==> src/verilog/cgs_defs.vh <==
`ifndef CGS_DEFS_VH
`define CGS_DEFS_VH

// =====================================================
// register indices (byte address = index * 4)
`define CGS_IDX_ADC      8'h01
`define CGS_IDX_DAC      8'h02
`define CGS_IDX_ST       8'h03

// =====================================================
// reset values
`define CGS_RST_ADC      16'h8000
`define CGS_RST_DAC      16'hffff
`define CGS_RST_ST       16'hc580
`define CGS_RST_AST_GAIN 7'h45
`define CGS_RST_DST_GAIN 6'h00

// =====================================================
// field positions
`define CGS_AGC_EN_BIT   0
`define CGS_TC_LO        1
`define CGS_TC_HI        4
`define CGS_ST_FLAG_BIT  0

// =====================================================
// gain code limits
`define CGS_AST_MAX      7'h5d
`define CGS_DST_FLOOR    6'h20

// =====================================================
// timing: times in ms, clock in kHz
// sized to the 24-bit period counters; 500 ms at 25 MHz still fits
`define CGS_CLK_KHZ      24'h0061a8
`define CGS_ATK0_MS      24'h000008
`define CGS_ATK1_MS      24'h00000b
`define CGS_ATK2_MS      24'h000010
`define CGS_ATK3_MS      24'h000014
`define CGS_DEC0_MS      24'h000064
`define CGS_DEC1_MS      24'h0000c8
`define CGS_DEC2_MS      24'h000190
`define CGS_DEC3_MS      24'h0001f4

// =====================================================
// bus responses
`define CGS_RESP_OKAY    2'b00
`define CGS_RESP_SLVERR  2'b10

`endif

==> src/verilog/cgs_agc_timer.v <==
`timescale 1ns/1ps
// =====================================================
// periodic tick from the system clock, so the period
// stays fixed in absolute time whatever the sample rate
module cgs_agc_timer (
  input  wire        aclk,
  input  wire        aresetn,
  input  wire        run,
  input  wire [23:0] period,
  output reg         tick_q
);

  reg [23:0] cnt_q;

  always @(posedge aclk) begin
    if (!aresetn) begin
      cnt_q  <= 24'h000000;
      tick_q <= 1'b0;
    end else if (!run) begin
      cnt_q  <= 24'h000000;
      tick_q <= 1'b0;
    end else if (cnt_q >= period - 24'h000001) begin
      cnt_q  <= 24'h000000;
      tick_q <= 1'b1;
    end else begin
      cnt_q  <= cnt_q + 24'h000001;
      tick_q <= 1'b0;
    end
  end

endmodule // cgs_agc_timer

==> src/verilog/cgs_regs_top.v <==
`timescale 1ns/1ps
`include "cgs_defs.vh"

// Operation
// - time constant low bits pick attack 8/11/16/20 ms, high bits decay 100-500 ms.
// - attack and decay periods are fixed absolute times, counted on the system clock.
// - agc enable 0 uses programmed pga gain, 1 uses the agc loop; resets 0.
// - left dac mute 1 silences left channel, resets to 1.
// - left dac volume, 0.5 dB attenuation steps, resets to all ones.
// - right dac mute 1 silences right channel, resets to 1.
// - right dac volume, 0.5 dB attenuation steps, resets to all ones.
// - analog sidetone mute 1 mutes the path, resets to 1.
// - analog sidetone gain from -34.5 dB, reset 0 dB, codes from 0x5d give 12 dB.
// - digital sidetone mute 1 mutes the path, resets to 1.
// - digital sidetone gain 1.5 dB steps, top bit set gives -48 dB, resets 0.
// - new digital sidetone gain applied only at a zero crossing.
// - analog sidetone gain changes only at zero crossings.
// - analog settled flag reads 1 when applied equals the clamped setting, else 0; resets 0.
// - with agc enabled, upper adc gain bits read back the agc applied gain.
module cgs_regs_top #(
  parameter        AW       = 8,
  parameter [23:0] ATK0_CYC = `CGS_ATK0_MS * `CGS_CLK_KHZ,
  parameter [23:0] ATK1_CYC = `CGS_ATK1_MS * `CGS_CLK_KHZ,
  parameter [23:0] ATK2_CYC = `CGS_ATK2_MS * `CGS_CLK_KHZ,
  parameter [23:0] ATK3_CYC = `CGS_ATK3_MS * `CGS_CLK_KHZ,
  parameter [23:0] DEC0_CYC = `CGS_DEC0_MS * `CGS_CLK_KHZ,
  parameter [23:0] DEC1_CYC = `CGS_DEC1_MS * `CGS_CLK_KHZ,
  parameter [23:0] DEC2_CYC = `CGS_DEC2_MS * `CGS_CLK_KHZ,
  parameter [23:0] DEC3_CYC = `CGS_DEC3_MS * `CGS_CLK_KHZ
) (
  input  wire          aclk,
  input  wire          aresetn,
  input  wire [AW-1:0] s_axi_awaddr,
  input  wire [2:0]    s_axi_awprot,
  input  wire          s_axi_awvalid,
  output wire          s_axi_awready,
  input  wire [31:0]   s_axi_wdata,
  input  wire [3:0]    s_axi_wstrb,
  input  wire          s_axi_wvalid,
  output wire          s_axi_wready,
  output wire [1:0]    s_axi_bresp,
  output wire          s_axi_bvalid,
  input  wire          s_axi_bready,
  input  wire [AW-1:0] s_axi_araddr,
  input  wire [2:0]    s_axi_arprot,
  input  wire          s_axi_arvalid,
  output wire          s_axi_arready,
  output wire [31:0]   s_axi_rdata,
  output wire [1:0]    s_axi_rresp,
  output wire          s_axi_rvalid,
  input  wire          s_axi_rready,
  input  wire [7:0]    agc_gain_in,
  input  wire          ast_sign_in,
  input  wire          dst_sign_in,
  output wire          agc_enable_bit,
  output wire [3:0]    agc_time_constant,
  output wire          agc_attack_tick,
  output wire          agc_decay_tick,
  output wire [7:0]    adc_gain_field,
  output wire          left_dac_mute,
  output wire [6:0]    left_dac_volume,
  output wire          right_dac_mute,
  output wire [6:0]    right_dac_volume,
  output wire          analog_sidetone_mute,
  output wire [6:0]    analog_sidetone_gain,
  output wire          digital_sidetone_mute,
  output wire [5:0]    digital_sidetone_gain
);

  // =====================================================
  // register storage
  reg  [15:0] adc_q;
  reg  [15:0] dac_q;
  reg  [15:1] st_q;

  // full-width copies so the reset loads can be sliced on purpose
  localparam [15:0] ST_RST_FULL  = `CGS_RST_ST;
  localparam [15:0] ADC_RST_FULL = `CGS_RST_ADC;

  // =====================================================
  // bus slave state
  reg          awready_q;
  reg          wready_q;
  reg          aw_full_q;
  reg          w_full_q;
  reg [AW-1:0] awaddr_q;
  reg [31:0]   wdata_q;
  reg [3:0]    wstrb_q;
  reg          bvalid_q;
  reg [1:0]    bresp_q;
  reg          arready_q;
  reg          rvalid_q;
  reg [31:0]   rdata_q;
  reg [1:0]    rresp_q;

  wire         do_wr = aw_full_q & w_full_q & ~bvalid_q;
  wire [AW-3:0] wr_idx = awaddr_q[AW-1:2];
  wire [AW-3:0] rd_idx = s_axi_araddr[AW-1:2];

  // =====================================================
  // pin synchronisers and zero-crossing detect
  reg [2:0] ast_sync_q;
  reg [2:0] dst_sync_q;
  wire      ast_zc = ast_sync_q[2] ^ ast_sync_q[1];
  wire      dst_zc = dst_sync_q[2] ^ dst_sync_q[1];

  always @(posedge aclk) begin
    if (!aresetn) begin
      ast_sync_q <= 3'h0;
      dst_sync_q <= 3'h0;
    end else begin
      ast_sync_q <= {ast_sync_q[1:0], ast_sign_in};
      dst_sync_q <= {dst_sync_q[1:0], dst_sign_in};
    end
  end

  // =====================================================
  // write address / data capture, either order
  always @(posedge aclk) begin
    if (!aresetn) begin
      awready_q <= 1'b0;
      aw_full_q <= 1'b0;
      awaddr_q  <= {AW{1'b0}};
    end else if (s_axi_awvalid && awready_q) begin
      awready_q <= 1'b0;
      aw_full_q <= 1'b1;
      awaddr_q  <= s_axi_awaddr;
    end else if (do_wr) begin
      aw_full_q <= 1'b0;
    end else if (!aw_full_q && !bvalid_q) begin
      awready_q <= 1'b1;
    end
  end

  always @(posedge aclk) begin
    if (!aresetn) begin
      wready_q <= 1'b0;
      w_full_q <= 1'b0;
      wdata_q  <= 32'h00000000;
      wstrb_q  <= 4'h0;
    end else if (s_axi_wvalid && wready_q) begin
      wready_q <= 1'b0;
      w_full_q <= 1'b1;
      wdata_q  <= s_axi_wdata;
      wstrb_q  <= s_axi_wstrb;
    end else if (do_wr) begin
      w_full_q <= 1'b0;
    end else if (!w_full_q && !bvalid_q) begin
      wready_q <= 1'b1;
    end
  end

  // =====================================================
  // write response
  always @(posedge aclk) begin
    if (!aresetn) begin
      bvalid_q <= 1'b0;
      bresp_q  <= `CGS_RESP_OKAY;
    end else if (do_wr) begin
      bvalid_q <= 1'b1;
      if (wr_idx == `CGS_IDX_ADC || wr_idx == `CGS_IDX_DAC || wr_idx == `CGS_IDX_ST) begin
        bresp_q <= `CGS_RESP_OKAY;
      end else begin
        bresp_q <= `CGS_RESP_SLVERR;
      end
    end else if (bvalid_q && s_axi_bready) begin
      bvalid_q <= 1'b0;
    end
  end

  // =====================================================
  // register writes, byte lanes 0 and 1 only
  function [15:0] merge;
    input [15:0] old;
    input [31:0] nw;
    input [3:0]  strb;
    begin
      merge[7:0]  = strb[0] ? nw[7:0]  : old[7:0];
      merge[15:8] = strb[1] ? nw[15:8] : old[15:8];
    end
  endfunction

  wire [15:0] st_full   = {st_q, 1'b0};
  wire [15:0] st_merged = merge(st_full, wdata_q, wstrb_q);

  always @(posedge aclk) begin
    if (!aresetn) begin
      adc_q <= `CGS_RST_ADC;
      dac_q <= `CGS_RST_DAC;
      st_q  <= ST_RST_FULL[15:1];
    end else if (do_wr) begin
      if (wr_idx == `CGS_IDX_ADC) begin
        adc_q <= merge(adc_q, wdata_q, wstrb_q);
      end
      if (wr_idx == `CGS_IDX_DAC) begin
        dac_q <= merge(dac_q, wdata_q, wstrb_q);
      end
      if (wr_idx == `CGS_IDX_ST) begin
        st_q <= st_merged[15:1];
      end
    end
  end

  // =====================================================
  // read channel, answer one cycle after address taken
  wire        agc_on = adc_q[`CGS_AGC_EN_BIT];
  wire        ast_settled;
  wire [15:0] adc_rd = agc_on ? {agc_gain_in, adc_q[7:0]} : adc_q;
  reg  [31:0] rd_mux;
  reg  [1:0]  rd_resp;

  always @* begin
    rd_mux  = 32'h00000000;
    rd_resp = `CGS_RESP_OKAY;
    if (rd_idx == `CGS_IDX_ADC) begin
      rd_mux = {16'h0000, adc_rd};
    end else if (rd_idx == `CGS_IDX_DAC) begin
      rd_mux = {16'h0000, dac_q};
    end else if (rd_idx == `CGS_IDX_ST) begin
      rd_mux = {16'h0000, st_q, ast_settled};
    end else begin
      rd_resp = `CGS_RESP_SLVERR;
    end
  end

  always @(posedge aclk) begin
    if (!aresetn) begin
      arready_q <= 1'b0;
      rvalid_q  <= 1'b0;
      rdata_q   <= 32'h00000000;
      rresp_q   <= `CGS_RESP_OKAY;
    end else if (s_axi_arvalid && arready_q) begin
      arready_q <= 1'b0;
      rvalid_q  <= 1'b1;
      rdata_q   <= rd_mux;
      rresp_q   <= rd_resp;
    end else if (rvalid_q && s_axi_rready) begin
      rvalid_q  <= 1'b0;
    end else if (!rvalid_q) begin
      arready_q <= 1'b1;
    end
  end

  // =====================================================
  // agc attack / decay period select
  reg  [23:0] atk_per_q;
  reg  [23:0] dec_per_q;
  wire [3:0]  tc = adc_q[`CGS_TC_HI:`CGS_TC_LO];

  always @(posedge aclk) begin
    if (!aresetn) begin
      atk_per_q <= ATK0_CYC;
      dec_per_q <= DEC0_CYC;
    end else begin
      case (tc[1:0])
        2'h0:    atk_per_q <= ATK0_CYC;
        2'h1:    atk_per_q <= ATK1_CYC;
        2'h2:    atk_per_q <= ATK2_CYC;
        default: atk_per_q <= ATK3_CYC;
      endcase
      case (tc[3:2])
        2'h0:    dec_per_q <= DEC0_CYC;
        2'h1:    dec_per_q <= DEC1_CYC;
        2'h2:    dec_per_q <= DEC2_CYC;
        default: dec_per_q <= DEC3_CYC;
      endcase
    end
  end

  // counted on aclk, not on the sample clock
  cgs_agc_timer u_atk (
    .aclk    (aclk),
    .aresetn (aresetn),
    .run     (agc_on),
    .period  (atk_per_q),
    .tick_q  (agc_attack_tick)
  );

  cgs_agc_timer u_dec (
    .aclk    (aclk),
    .aresetn (aresetn),
    .run     (agc_on),
    .period  (dec_per_q),
    .tick_q  (agc_decay_tick)
  );

  // =====================================================
  // sidetone gains through zero-cross followers
  wire [6:0] ast_prog = st_q[14:8];
  wire [6:0] ast_tgt  = (ast_prog >= `CGS_AST_MAX) ? `CGS_AST_MAX : ast_prog;
  wire [5:0] dst_app;

  cgs_zc_gain #(
    .W   (7),
    .RST (`CGS_RST_AST_GAIN)
  ) u_ast (
    .aclk      (aclk),
    .aresetn   (aresetn),
    .target    (ast_tgt),
    .zc        (ast_zc),
    .applied_q (analog_sidetone_gain),
    .settled_q (ast_settled)
  );

  cgs_zc_gain #(
    .W   (6),
    .RST (`CGS_RST_DST_GAIN)
  ) u_dst (
    .aclk      (aclk),
    .aresetn   (aresetn),
    .target    (st_q[6:1]),
    .zc        (dst_zc),
    .applied_q (dst_app),
    .settled_q ()
  );

  // =====================================================
  // registered controls to the datapath
  reg       dst_mute_q;
  reg [5:0] dst_gain_q;
  reg [7:0] pga_q;

  always @(posedge aclk) begin
    if (!aresetn) begin
      dst_mute_q <= 1'b1;
      dst_gain_q <= `CGS_RST_DST_GAIN;
      pga_q      <= ADC_RST_FULL[15:8];
    end else begin
      dst_mute_q <= st_q[7];
      // any code with the top bit set floors at -48 dB
      dst_gain_q <= dst_app[5] ? `CGS_DST_FLOOR : dst_app;
      pga_q      <= agc_on ? agc_gain_in : adc_q[15:8];
    end
  end

  assign agc_enable_bit        = adc_q[`CGS_AGC_EN_BIT];
  assign agc_time_constant     = tc;
  assign adc_gain_field        = pga_q;
  assign left_dac_mute         = dac_q[15];
  assign left_dac_volume       = dac_q[14:8];
  assign right_dac_mute        = dac_q[7];
  assign right_dac_volume      = dac_q[6:0];
  assign analog_sidetone_mute  = st_q[15];
  assign digital_sidetone_mute = dst_mute_q;
  assign digital_sidetone_gain = dst_gain_q;

  assign s_axi_awready = awready_q;
  assign s_axi_wready  = wready_q;
  assign s_axi_bvalid  = bvalid_q;
  assign s_axi_bresp   = bresp_q;
  assign s_axi_arready = arready_q;
  assign s_axi_rvalid  = rvalid_q;
  assign s_axi_rdata   = rdata_q;
  assign s_axi_rresp   = rresp_q;

endmodule // cgs_regs_top

==> src/verilog/cgs_zc_gain.v <==
`timescale 1ns/1ps
// =====================================================
// gain follower that moves only at zero crossings
module cgs_zc_gain #(
  parameter         W   = 7,
  parameter [W-1:0] RST = {W{1'b0}}
) (
  input  wire         aclk,
  input  wire         aresetn,
  input  wire [W-1:0] target,
  input  wire         zc,
  output reg  [W-1:0] applied_q,
  output reg          settled_q
);

  always @(posedge aclk) begin
    if (!aresetn) begin
      applied_q <= RST;
      settled_q <= 1'b0;
    end else begin
      if (zc) begin
        applied_q <= target;
      end
      // flag lags the applied value by one cycle
      settled_q <= (applied_q == target);
    end
  end

endmodule // cgs_zc_gain
==> config.mk <==
export PLATFORM = sky130hd
export DESIGN_NAME = cgs_regs_top
export DESIGN_NICKNAME = d
export VERILOG_FILES = /design/src/verilog/cgs_agc_timer.v /design/src/verilog/cgs_regs_top.v /design/src/verilog/cgs_zc_gain.v
export VERILOG_INCLUDE_DIRS = /design/src /design/src/verilog
export SDC_FILE = /design/constraint.sdc
export NUM_CORES = 1
export LEC_CHECK = 0
export BUFFER_PORTS_ARGS = -buffer_cell sky130_fd_sc_hd__buf_2
export CAP_MARGIN = 20
export CELL_PAD_IN_SITES_DETAIL_PLACEMENT = 1
export CELL_PAD_IN_SITES_GLOBAL_PLACEMENT = 1
export CORE_AREA = 2 2 119 236
export DETAILED_ROUTE_END_ITERATION = 10
export DIE_AREA = 0 0 121 238
export GPL_ROUTABILITY_DRIVEN = 0
export PLACE_DENSITY_LB_ADDON = 0.1
export SYNTH_ARGS = -nofsm -noshare
export SYNTH_HDL_FRONTEND = slang
export SYNTH_HIERARCHICAL = 1
export SYNTH_SLANG_ARGS = --single-unit
==> constraint.sdc <==
create_clock -name aclk -period 3.4 [get_ports aclk]
set_input_delay 1.02 -clock aclk [delete_from_list [all_inputs] [get_ports aclk]]
set_output_delay 1.02 -clock aclk [all_outputs]
set_load 0.005 [all_outputs]
==> results of run 1 <==
## final timing paths
kind	depth (start not counted)	endpoint	from	slack, ps
max	12	u_atk/tick_q$_SDFF_PN0_	atk_per_q[12]$_SDFF_PN0_	120
min	1	ast_sync_q[1]$_SDFF_PN0_	ast_sync_q[0]$_SDFF_PN0_	450
max reg2reg	12	u_atk/tick_q$_SDFF_PN0_	atk_per_q[12]$_SDFF_PN0_	120
min reg2reg	1	ast_sync_q[1]$_SDFF_PN0_	ast_sync_q[0]$_SDFF_PN0_	450
## worst max-delay path, delay by kind of cell, from the launching register on
family	cells	cell delay, ps
simple gates	5	1410
xor+xnor	1	180
flops	1	310
fa+ha+maj	1	290
buf+inv	1	170
compound gates	4	770
## cell usage in the layout (no fill, tap or decap), drive strengths merged, types with 22 or more instances in the layout
| cell type | count |
|---|---|
| nand3 | 35 |
| nor3 | 80 |
| nor2b | 67 |
| a21oi | 51 |
| and2 | 22 |
| nand2 | 130 |
| conb | 60 |
| mux2i | 68 |
| a21boi | 28 |
| ha | 65 |
| buf | 146 |
| xor2 | 28 |
| xnor2 | 69 |
| nor2 | 35 |
| clkbuf | 26 |
| dfxtp | 201 |
| inv | 44 |
## state kept, by name (all words and copies together) (netlist names), 15 cells and up
name / cells
u_atk/cnt_q: 24
u_dec/cnt_q: 24
adc_q: 16
dac_q: 16
s_axi_rdata: 16
wdata_q: 16
st_q: 15
## per-layer routing
layer	vias up	wire [um]
met5	-	0
met4	0	752
met3	38	870
met2	121	15200
met1	3950	9720
li1	4117	-
## layout make-up
cell class / count / area [um^2]
inverters: 44 / 165
multi-input cells: 874 / 5990
repair buffers: 146 / 848
flip-flops and latches: 201 / 4030
clock inverters: 10 / 128
clock buffers: 26 / 564
fillers: 3210 / 14700
well taps: 348 / 435
## power by group
group | total, mW | leakage, nW | internal, mW | switching [mW]
clock | 2.36 | 0.343 | 1.40 | 0.961
sequential | 2.41 | 1.63 | 2.38 | 0.0239
combinational | 0.260 | 2.63 | 0.106 | 0.154
## what timing repair did
action                                  CTS  global route
gates cloned                              0             0
endpoints found under the setup margin   25            50
pin swaps                                 0             6
gates resized for setup                   2            14
buffers inserted                          0             2
==> impl_results.md, run 1 <==
- Status: completed
- Total Wirelength: between 20 and 30 mm
- First-pass GRT wire length: between 40 and 50 mm
- Layout Cells excl Fill: about 1600
- Number of synthesis warnings: 6
- RSZ-0062 raised after global routing: yes
- Worst Hold Class: reg -> reg
- CTS tree: done
- Slew @ Worst Pin: between 1000 and 1500 ps
- Drt drc: 0
- Area delta synth->final: 18.3%
- Avg Inst Size Synth: 9.05 um^2
- Met3 usage: under 10%
- Total negative slack: 0 ps
- Core region area: about 27000 um^2
- Total power: slightly above 5 mW
- Peak Freq: a little over 0.3 GHz
- LEAKAGE: approximately 4.6 nW
- Post-route cell area: ~12000 um^2
- Largest net degree at the start of global routing: approximately 140
- Placed cells: 1611
- Peak supply drop: about 0.37 mV
- Clock Skew: approximately 11 ps
- Fin worst setup slack: between 100 and 150 ps
- Vias in the first global route: 8679
- GR met2 Demand/Resource: a little under two fifths
- HPWL Detailed: a little over 20 mm
- WP data arrival: 3630 ps
- DRT iter0 DRCs: 241
- Power per cell area: a little over 400 nW/um^2
- Via Count: roughly 8000
- Die span in x: 121 um
- Sink Count: 201
- Die height: roughly 240 um
- Slowest stage delay, CP: between 400 and 500 ps
- I/O pins: around 160
- Crit. End Element: register
- Post-synthesis instance total: between 1000 and 1500
- GRT Resource Usage Total: roughly a fifth
- Initial Util: between 30% and 40%
- Gr ovfl total: 0
- Std-Cell Rows: 85
- Clock-pin slew on the worst setup and hold paths: approximately 60 ps
- Cells along the critical path: or3_4 > or3_4 > or3_4 > nor3_2 > xnor2_1 > ha_1 > a21oi_1 > o21a_1 > o221ai_2 > a311o_1 > buf_12 > nor2b_1
- H-tree depth: 1
- Fin crit share: a little over nine tenths
- Share of cells above drive strength 1: around 17%
- Fin. Hold Viols: 0
- Final core utilization: a little under half
- Die Footprint: ~29000 um^2
- Post-layout net count: 1428
- Detailed-router iteration count before antenna repair: 4
- Clock tree buffer depth: 3
- MaxCap Viol Count: 0
- # hold bufs at CTS: 0
- Cell area after synthesis: just over 10000 um^2
- Pre-CTS worst setup slack: -135 ps
- Most common cell on crit path: or3_4
- Hold_ws: approximately 450 ps
- CTS Root Cell: clkbuf_16
- CTS Buf Count: 21
- Number of antenna-violating nets in the routed design: 0
- Slew headroom: between 30% and 40%
- Met1 Track Usage GR: a little under a fifth
- Max FO, Critical Path: 25
- Worst Setup Path Type: reg -> reg
- Period minus WS final: about 3300 ps
- Cell Area, Placed: between 10000 and 15000 um^2
- Antenna violations before repair: 0
- Final-report setup violation count: 0
- Slowest cell on crit path: or3_4
- Final Max Slew Viols: 0
- Avg Vias per Cell: 4.99
- Worst skew pair latency: about 500 ps
- GR peak layer: met2
- Crit path required time: about 3800 ps
- Port bufs: about 120
- Startpoint types: register
- # diodes: 0
- Routed len/inst: 16.1 um
(Power assumes the default switching activity.)
==> run 2, diff against run 1 <==
- ABC_AREA: not set -> 1
- CORE_AREA: 2 2 119 236 -> 2 2 126 251
- CTS_CLUSTER_DIAMETER: not set -> 30
- DIE_AREA: 0 0 121 238 -> 0 0 128 253
==> impl_results.md, run 2 <==
- Total power: 6.51 mW (+29%)
- Drt drc: 0 (unchanged)
- Final Max Slew Viols: 0 (unchanged)
- H-tree depth: 2 (+1)
- Commonest non-fill, non-tap cell in the layout: nand2_1
- Antenna violations before repair: 0 (unchanged)
- Most frequent cells in the layout: nand2_1 (363), nor2_1 (273), dfxtp_1 (201)
- Largest registers: u_atk/cnt_q (24), u_dec/cnt_q (24)
- MaxCap Viol Count: 0 (unchanged)
- Cell area after synthesis: 11000 um^2 (+7.3%)
- Detailed-router iteration count before antenna repair: 4 (unchanged)
- Die Footprint: 32400 um^2 (+12%)
- DRT iter0 DRCs: 441 (+83%)
- Reg-to-reg slack, setup: 460 ps (+340 ps)
- Clock tree buffer depth: 3 (unchanged)
- CTS Root Cell: clkbuf_16
- Largest net degree at the start of global routing: 35 (-76%)
- Hold Path End: ast_sync_q[1]$_SDFF_PN0_
- Die span in x: 128 um (+5.8%)
- Total Wirelength: 31.2 mm (+18%)
- Slowest stage delay, CP: 430 ps (about the same)
- Die height: 253 um (+6.3%)
- R2R cell count: 15 (+3)
- Clock-pin slew on the worst setup and hold paths: 60 ps (about the same)
- HPWL Detailed: 23.9 mm (+18%)
- LEAKAGE: 6.14 nW (+34%)
- Crit path required time: 3840 ps (+90 ps)
- Area delta synth->final: 20.0%
- Avg Vias per Cell: 4.79 (-4.1%)
- CTS Buf Count: 36 (+71%)
- Share of cells above drive strength 1: 15.0% (-1.7 points)
- Initial Util: 36.1% (-2.1 points)
- Fin. Hold Viols: 0 (unchanged)
- Vias in the first global route: 10200 (+17%)
- Post-synthesis instance total: 1565 (+38%)
- Post-CTS Repair Setup Buffers: 0 (unchanged)
- RSZ-0062 raised after global routing: no
- Slew headroom: 40.1% (+9.5 points)
- Max FO, Critical Path: 24 (-4.0%)
- Worst Hold Class: reg -> reg
- Worst Hold Path Cells: 2 (+1)
- Std-Cell Rows: 91 (+7.1%)
- Power per cell area: 492 nW/um^2 (+19%)
- Gr ovfl total: 0 (unchanged)
- GRT Resource Usage Total: 19.7% (+1.1 points)
- # diodes: 0 (unchanged)
- Placed cells: 2053 (+27%)
- Final-report setup violation count: 0 (unchanged)
- Period minus WS final: 2940 ps (-343 ps)
- Peak supply drop: 0.353 mV (-4.5%)
- Sink Count: 201 (unchanged)
- Cells along the critical path: nor2_1 > nand2_1 > nor2_1 > nand2_2 > nor2_4 > nand3_1 > xor2_1 > ha_1 > a21oi_1 > nor2_1 > nor2_1 > nand2_1 > a21oi_2 > nand3_2 > nor2_1
- Cell Area, Placed: 12000 um^2 (+5.4%)
- Clock Skew: 22.8 ps (+11.7 ps)
- Hold path start: ast_sync_q[0]$_SDFF_PN0_
- Post-layout net count: 1859 (+30%)
- Peak Freq: 0.340 GHz (+12%)
- Post-route cell area: 13200 um^2 (+8.8%)
- RR Startpoint: atk_per_q[12]$_SDFF_PN0_
- Via Count: 10100 (+23%)
- Most common cell on crit path: nor2_1
- Port bufs: 115 (unchanged)
- Worst Setup Path Type: reg -> reg
- Routed len/inst: 14.8 um (-8.4%)
- Worst skew pair latency: 520 ps (about the same)
- Total negative slack: 0 ps (unchanged)
- Core region area: 30500 um^2 (+13%)
- I/O pins: 162 (unchanged)
- # hold bufs at CTS: 0 (unchanged)
- Slowest cell on crit path: nand3_2
- Crit. End Element: register
- Post-cts resize count: 0 (-2)
- Avg Inst Size Synth: 7.05 um^2 (-22%)
- Startpoint types: register
- Layout Cells excl Fill: 2115 (+28%)
- WP data arrival: 3380 ps (-250 ps)
- FF-to-FF End: u_atk/cnt_q[2]$_SDFF_PP0_
- Fin crit share: 86.4% (-10 points)
- Status: completed
- First-pass GRT wire length: 51.8 mm (+20%)
- Slew @ Worst Pin: 895 ps (-143 ps)
- Number of synthesis warnings: 6 (unchanged)
- CTS tree: done
- Number of antenna-violating nets in the routed design: 0 (unchanged)
[run 2: worst max-delay path by stage]
stage / startpoint / end / slack, ps / depth (start not counted)
6_report: atk_per_q[12]$_SDFF_PN0_ / u_atk/cnt_q[2]$_SDFF_PP0_ / 460 / 15
5_1_grt: atk_per_q[12]$_SDFF_PN0_ / u_atk/cnt_q[3]$_SDFF_PP0_ / 100 / 16
4_1_cts: atk_per_q[12]$_SDFF_PN0_ / u_atk/cnt_q[2]$_SDFF_PP0_ / 420 / 15
3_5_place_dp: atk_per_q[12]$_SDFF_PN0_ / u_atk/cnt_q[0]$_SDFF_PP0_ / 460 / 15
3_3_place_gp: atk_per_q[12]$_SDFF_PN0_ / u_atk/cnt_q[7]$_SDFF_PP0_ / 550 / 15
2_1_floorplan: dec_per_q[20]$_SDFF_PN0_ / u_dec/cnt_q[12]$_SDFF_PP0_ / 1060 / 16
[run 2: power breakdown]
part	switching, mW	internal (mW)
Clock	1.28	2.48
Combinational	0.206	0.104
Sequential	0.0333	2.41
[run 2: critical path: cells and delay by family (launching register included)]
kind,cells,cell delay [ps]
AOI/OAI and AO/OA,2,310
xor gates and xnor gates,1,160
adders and majority gates,1,290
DFF,1,370
and+or+nand+nor,11,1710
[run 2: area by class of cell]
| cell class | count | area [um^2] |
|---|---|---|
| Timing Repair Buffer | 129 | 683 |
| Clock buffer | 42 | 955 |
| Inverter | 171 | 643 |
| Sequential cell | 201 | 4020 |
| Clock inverter | 20 | 288 |
| Tap cell | 372 | 465 |
| Multi-Input combinational cell | 1180 | 6170 |
| Fill cell | 3932 | 17300 |
[run 2: per-stage QoR]
step | setup slack [ps] | hold WS [ps] | utilization (%)
after CTS | 416 | 426 | 43.4
after global placement | 549 | 406 | 39.3
final | 461 | 418 | 43.4
after floorplan | 1060 | 390 | -
after detailed placement | 463 | 412 | 39.3
after global routing | 96.5 | 441 | 43.4
[run 2: metal layers]
layer  vias up  GRT usage [%]  share of wire, %  wire length (um)
li1       5185              -                 -                 -
met1      4700           28.4                51             16000
met2       191           30.2                42             13200
met3        46           2.87               4.1              1290
met4         0           6.56               2.4               748
met5         -              0                 0                 0
==> run 3, diff against run 2 <==
- CORE_AREA: 2 2 126 251 -> 2 2 150 211
- DIE_AREA: 0 0 128 253 -> 0 0 152 213
==> impl_results.md, run 3 (same netlist as run 2, synthesis figures left out) <==
- Total power: 7.32 mW (+12%)
- Fin. Hold Viols: 0 (unchanged)
- # hold bufs at CTS: 0 (unchanged)
- Fin worst setup slack: 564 ps (+102 ps)
- RSZ-0062 raised after global routing: no
- Reg-to-reg slack, setup: 560 ps (+100 ps)
- Drt drc: 0 (unchanged)
- Post-CTS Repair Setup Buffers: 0 (unchanged)
- Slew @ Worst Pin: 977 ps (+81.4 ps)
- M1 WL: 12.8 mm (-20%)
- WP data arrival: 3240 ps (-140 ps)
- First-pass GRT wire length: 52.7 mm (+1.7%)
- Die Footprint: 32400 um^2 (about the same)
- Hold Path End: dst_sync_q[1]$_SDFF_PN0_
- Worst Hold Path Cells: 2 (unchanged)
- Largest net degree at the start of global routing: 52 (+49%)
- Hold path start: dst_sync_q[0]$_SDFF_PN0_
- Via Count: 10300 (+1.5%)
- Routed len/inst: 15.0 um (+1.8%)
- Vias in the first global route: 10700 (+5.3%)
- Antenna violations before repair: 0 (unchanged)
- Pre-CTS worst setup slack: 497 ps (+34.3 ps)
- Die span in x: 152 um (+19%)
- Clock tree buffer depth: 3 (unchanged)
- Clock Skew: 16.0 ps (-6.82 ps)
- R2R cell count: 16 (+1)
- Area delta synth->final: 23.5%
- Avg Vias per Cell: 4.76 (-0.46%)
- Fin crit share: 83.4% (-3.0 points)
- Crit. End Element: register
- Crit path required time: 3800 ps (-40 ps)
- Sink Count: 201 (unchanged)
- Die height: 213 um (-16%)
- Worst skew pair latency: 540 ps (+20 ps)
- CTS Buf Count: 47 (+31%)
- CTS tree: done
- # diodes: 0 (unchanged)
- Final-report setup violation count: 0 (unchanged)
- Share of cells above drive strength 1: 15.9% (+0.88 points)
- DRT iter0 DRCs: 294 (-33%)
- Number of antenna-violating nets in the routed design: 0 (unchanged)
- Peak supply drop: 0.294 mV (-17%)
- Detailed-router iteration count before antenna repair: 4 (unchanged)
- Std-Cell Rows: 76 (-16%)
- H-tree depth: 2 (unchanged)
- Fill cells: 3916 (-0.41%)
- Largest registers: u_atk/cnt_q (24), u_dec/cnt_q (24)
- Commonest non-fill, non-tap cell in the layout: nand2_1
- Worst Hold Class: reg -> reg
- Post-cts resize count: 0 (unchanged)
- WL met2: 17.5 mm (+32%)
- Power per cell area: 537 nW/um^2 (+9.2%)
- MaxCap Viol Count: 0 (unchanged)
- FF-to-FF End: u_dec/cnt_q[5]$_SDFF_PP0_
- GRT Resource Usage Total: 20.0% (+0.23 points)
- Period minus WS final: 2840 ps (-102 ps)
- Final Max Slew Viols: 0 (unchanged)
- Slew headroom: 34.7% (-5.4 points)
- Port bufs: 115 (unchanged)
- Worst Setup Path Type: reg -> reg
- RR Startpoint: dec_per_q[21]$_SDFF_PN1_
- HPWL Detailed: 24.4 mm (+2.0%)
- Core region area: 30500 um^2 (about the same)
- Total negative slack: 0 ps (unchanged)
- Routed length on met3: 1.22 mm (-5.6%)
- I/O pins: 162 (unchanged)
- Critical Path Source: dec_per_q[21]$_SDFF_PN1_
- CTS Root Cell: clkbuf_16
- Startpoint types: register
- Status: completed
- Max FO, Critical Path: 24 (unchanged)
- Post-layout net count: 1869 (+0.54%)
- Top sig layer: met4
- Total Wirelength: 32.4 mm (+3.8%)
- LEAKAGE: 6.31 nW (+2.9%)
- Peak Freq: 0.353 GHz (+3.6%)
- Initial Util: 36.1% (about the same)
- Gr ovfl total: 0 (unchanged)
- Clock-pin slew on the worst setup and hold paths: 50 ps (about the same)
- Most frequent cells in the layout: nand2_1 (363), nor2_1 (273), dfxtp_1 (201)
run 3: cell count changes in the layout (fill, tap and decap cells not counted), moves of 2 or more:
cell	previous run	this run
clkinv_4	3	0
clkinv_2	5	10
clkbuf_16	37	48
clkbuf_1	4	8
clkinvlp_4	2	4
clkbuf_8	1	9
inv_6	4	2
run 3: critical path, cell delays in order, from the launching register on:
cell	delay (ps)
dfxtp_1	440
nor2_1	270
nand2_1	100
nor2_1	120
nand2_2	90
nor2_2	110
nand3_1	90
xor2_1	160
ha_1	320
nand2_1	70
nor2_1	150
nand3_1	110
nor2_1	110
nand2_1	90
nand3_2	80
buf_4	280
nor2_1	100
run 3: cell type report:
| cell class | count | area (um^2) | area share (%) |
|---|---|---|---|
| Timing Repair Buffer | 128 | 676 | 4.96 |
| Multi-Input combinational cell | 1180 | 6170 | 45.3 |
| Clock inverter | 21 | 259 | 1.90 |
| Clock buffer | 65 | 1360 | 9.95 |
| Inverter | 171 | 643 | 4.72 |
| Tap cell | 390 | 488 | 3.58 |
| Sequential cell | 201 | 4020 | 29.5 |
run 3: worst max path at each step:
stage                            endpoint  slack (ps)  cells past startpoint
6_report        u_dec/cnt_q[5]$_SDFF_PP0_         560                     16
5_1_grt         u_dec/cnt_q[1]$_SDFF_PP0_         230                     16
4_1_cts        u_atk/cnt_q[17]$_SDFF_PP0_         500                     17
3_5_place_dp   u_atk/cnt_q[17]$_SDFF_PP0_         500                     17
3_3_place_gp   u_atk/cnt_q[12]$_SDFF_PP0_         600                     17
2_1_floorplan  u_dec/cnt_q[12]$_SDFF_PP0_        1060                     16
run 3: routing by layer:
layer / global-route usage, % / vias to the layer above
li1: - / 5217
met1: 20.6 / 4847
met4: 6.99 / 0
met5: 0 / -
met2: 39.6 / 153
met3: 4.20 / 54
run 3: power breakdown:
part	switching [mW]	internal (mW)	total, mW
clock	1.42	3.14	4.55
combinational	0.214	0.104	0.319
sequential	0.0323	2.41	2.44
run 3: metrics by stage:
stage	util [%]	instance area (um^2)	hold WS, ps	instances
after floorplan	-	11200	390	1616
final	44.6	13600	409	2156
after global routing	44.6	13600	445	2156
after detailed placement	39.3	12000	402	2070
after CTS	44.6	13600	413	2156
after global placement	39.3	12000	398	2070
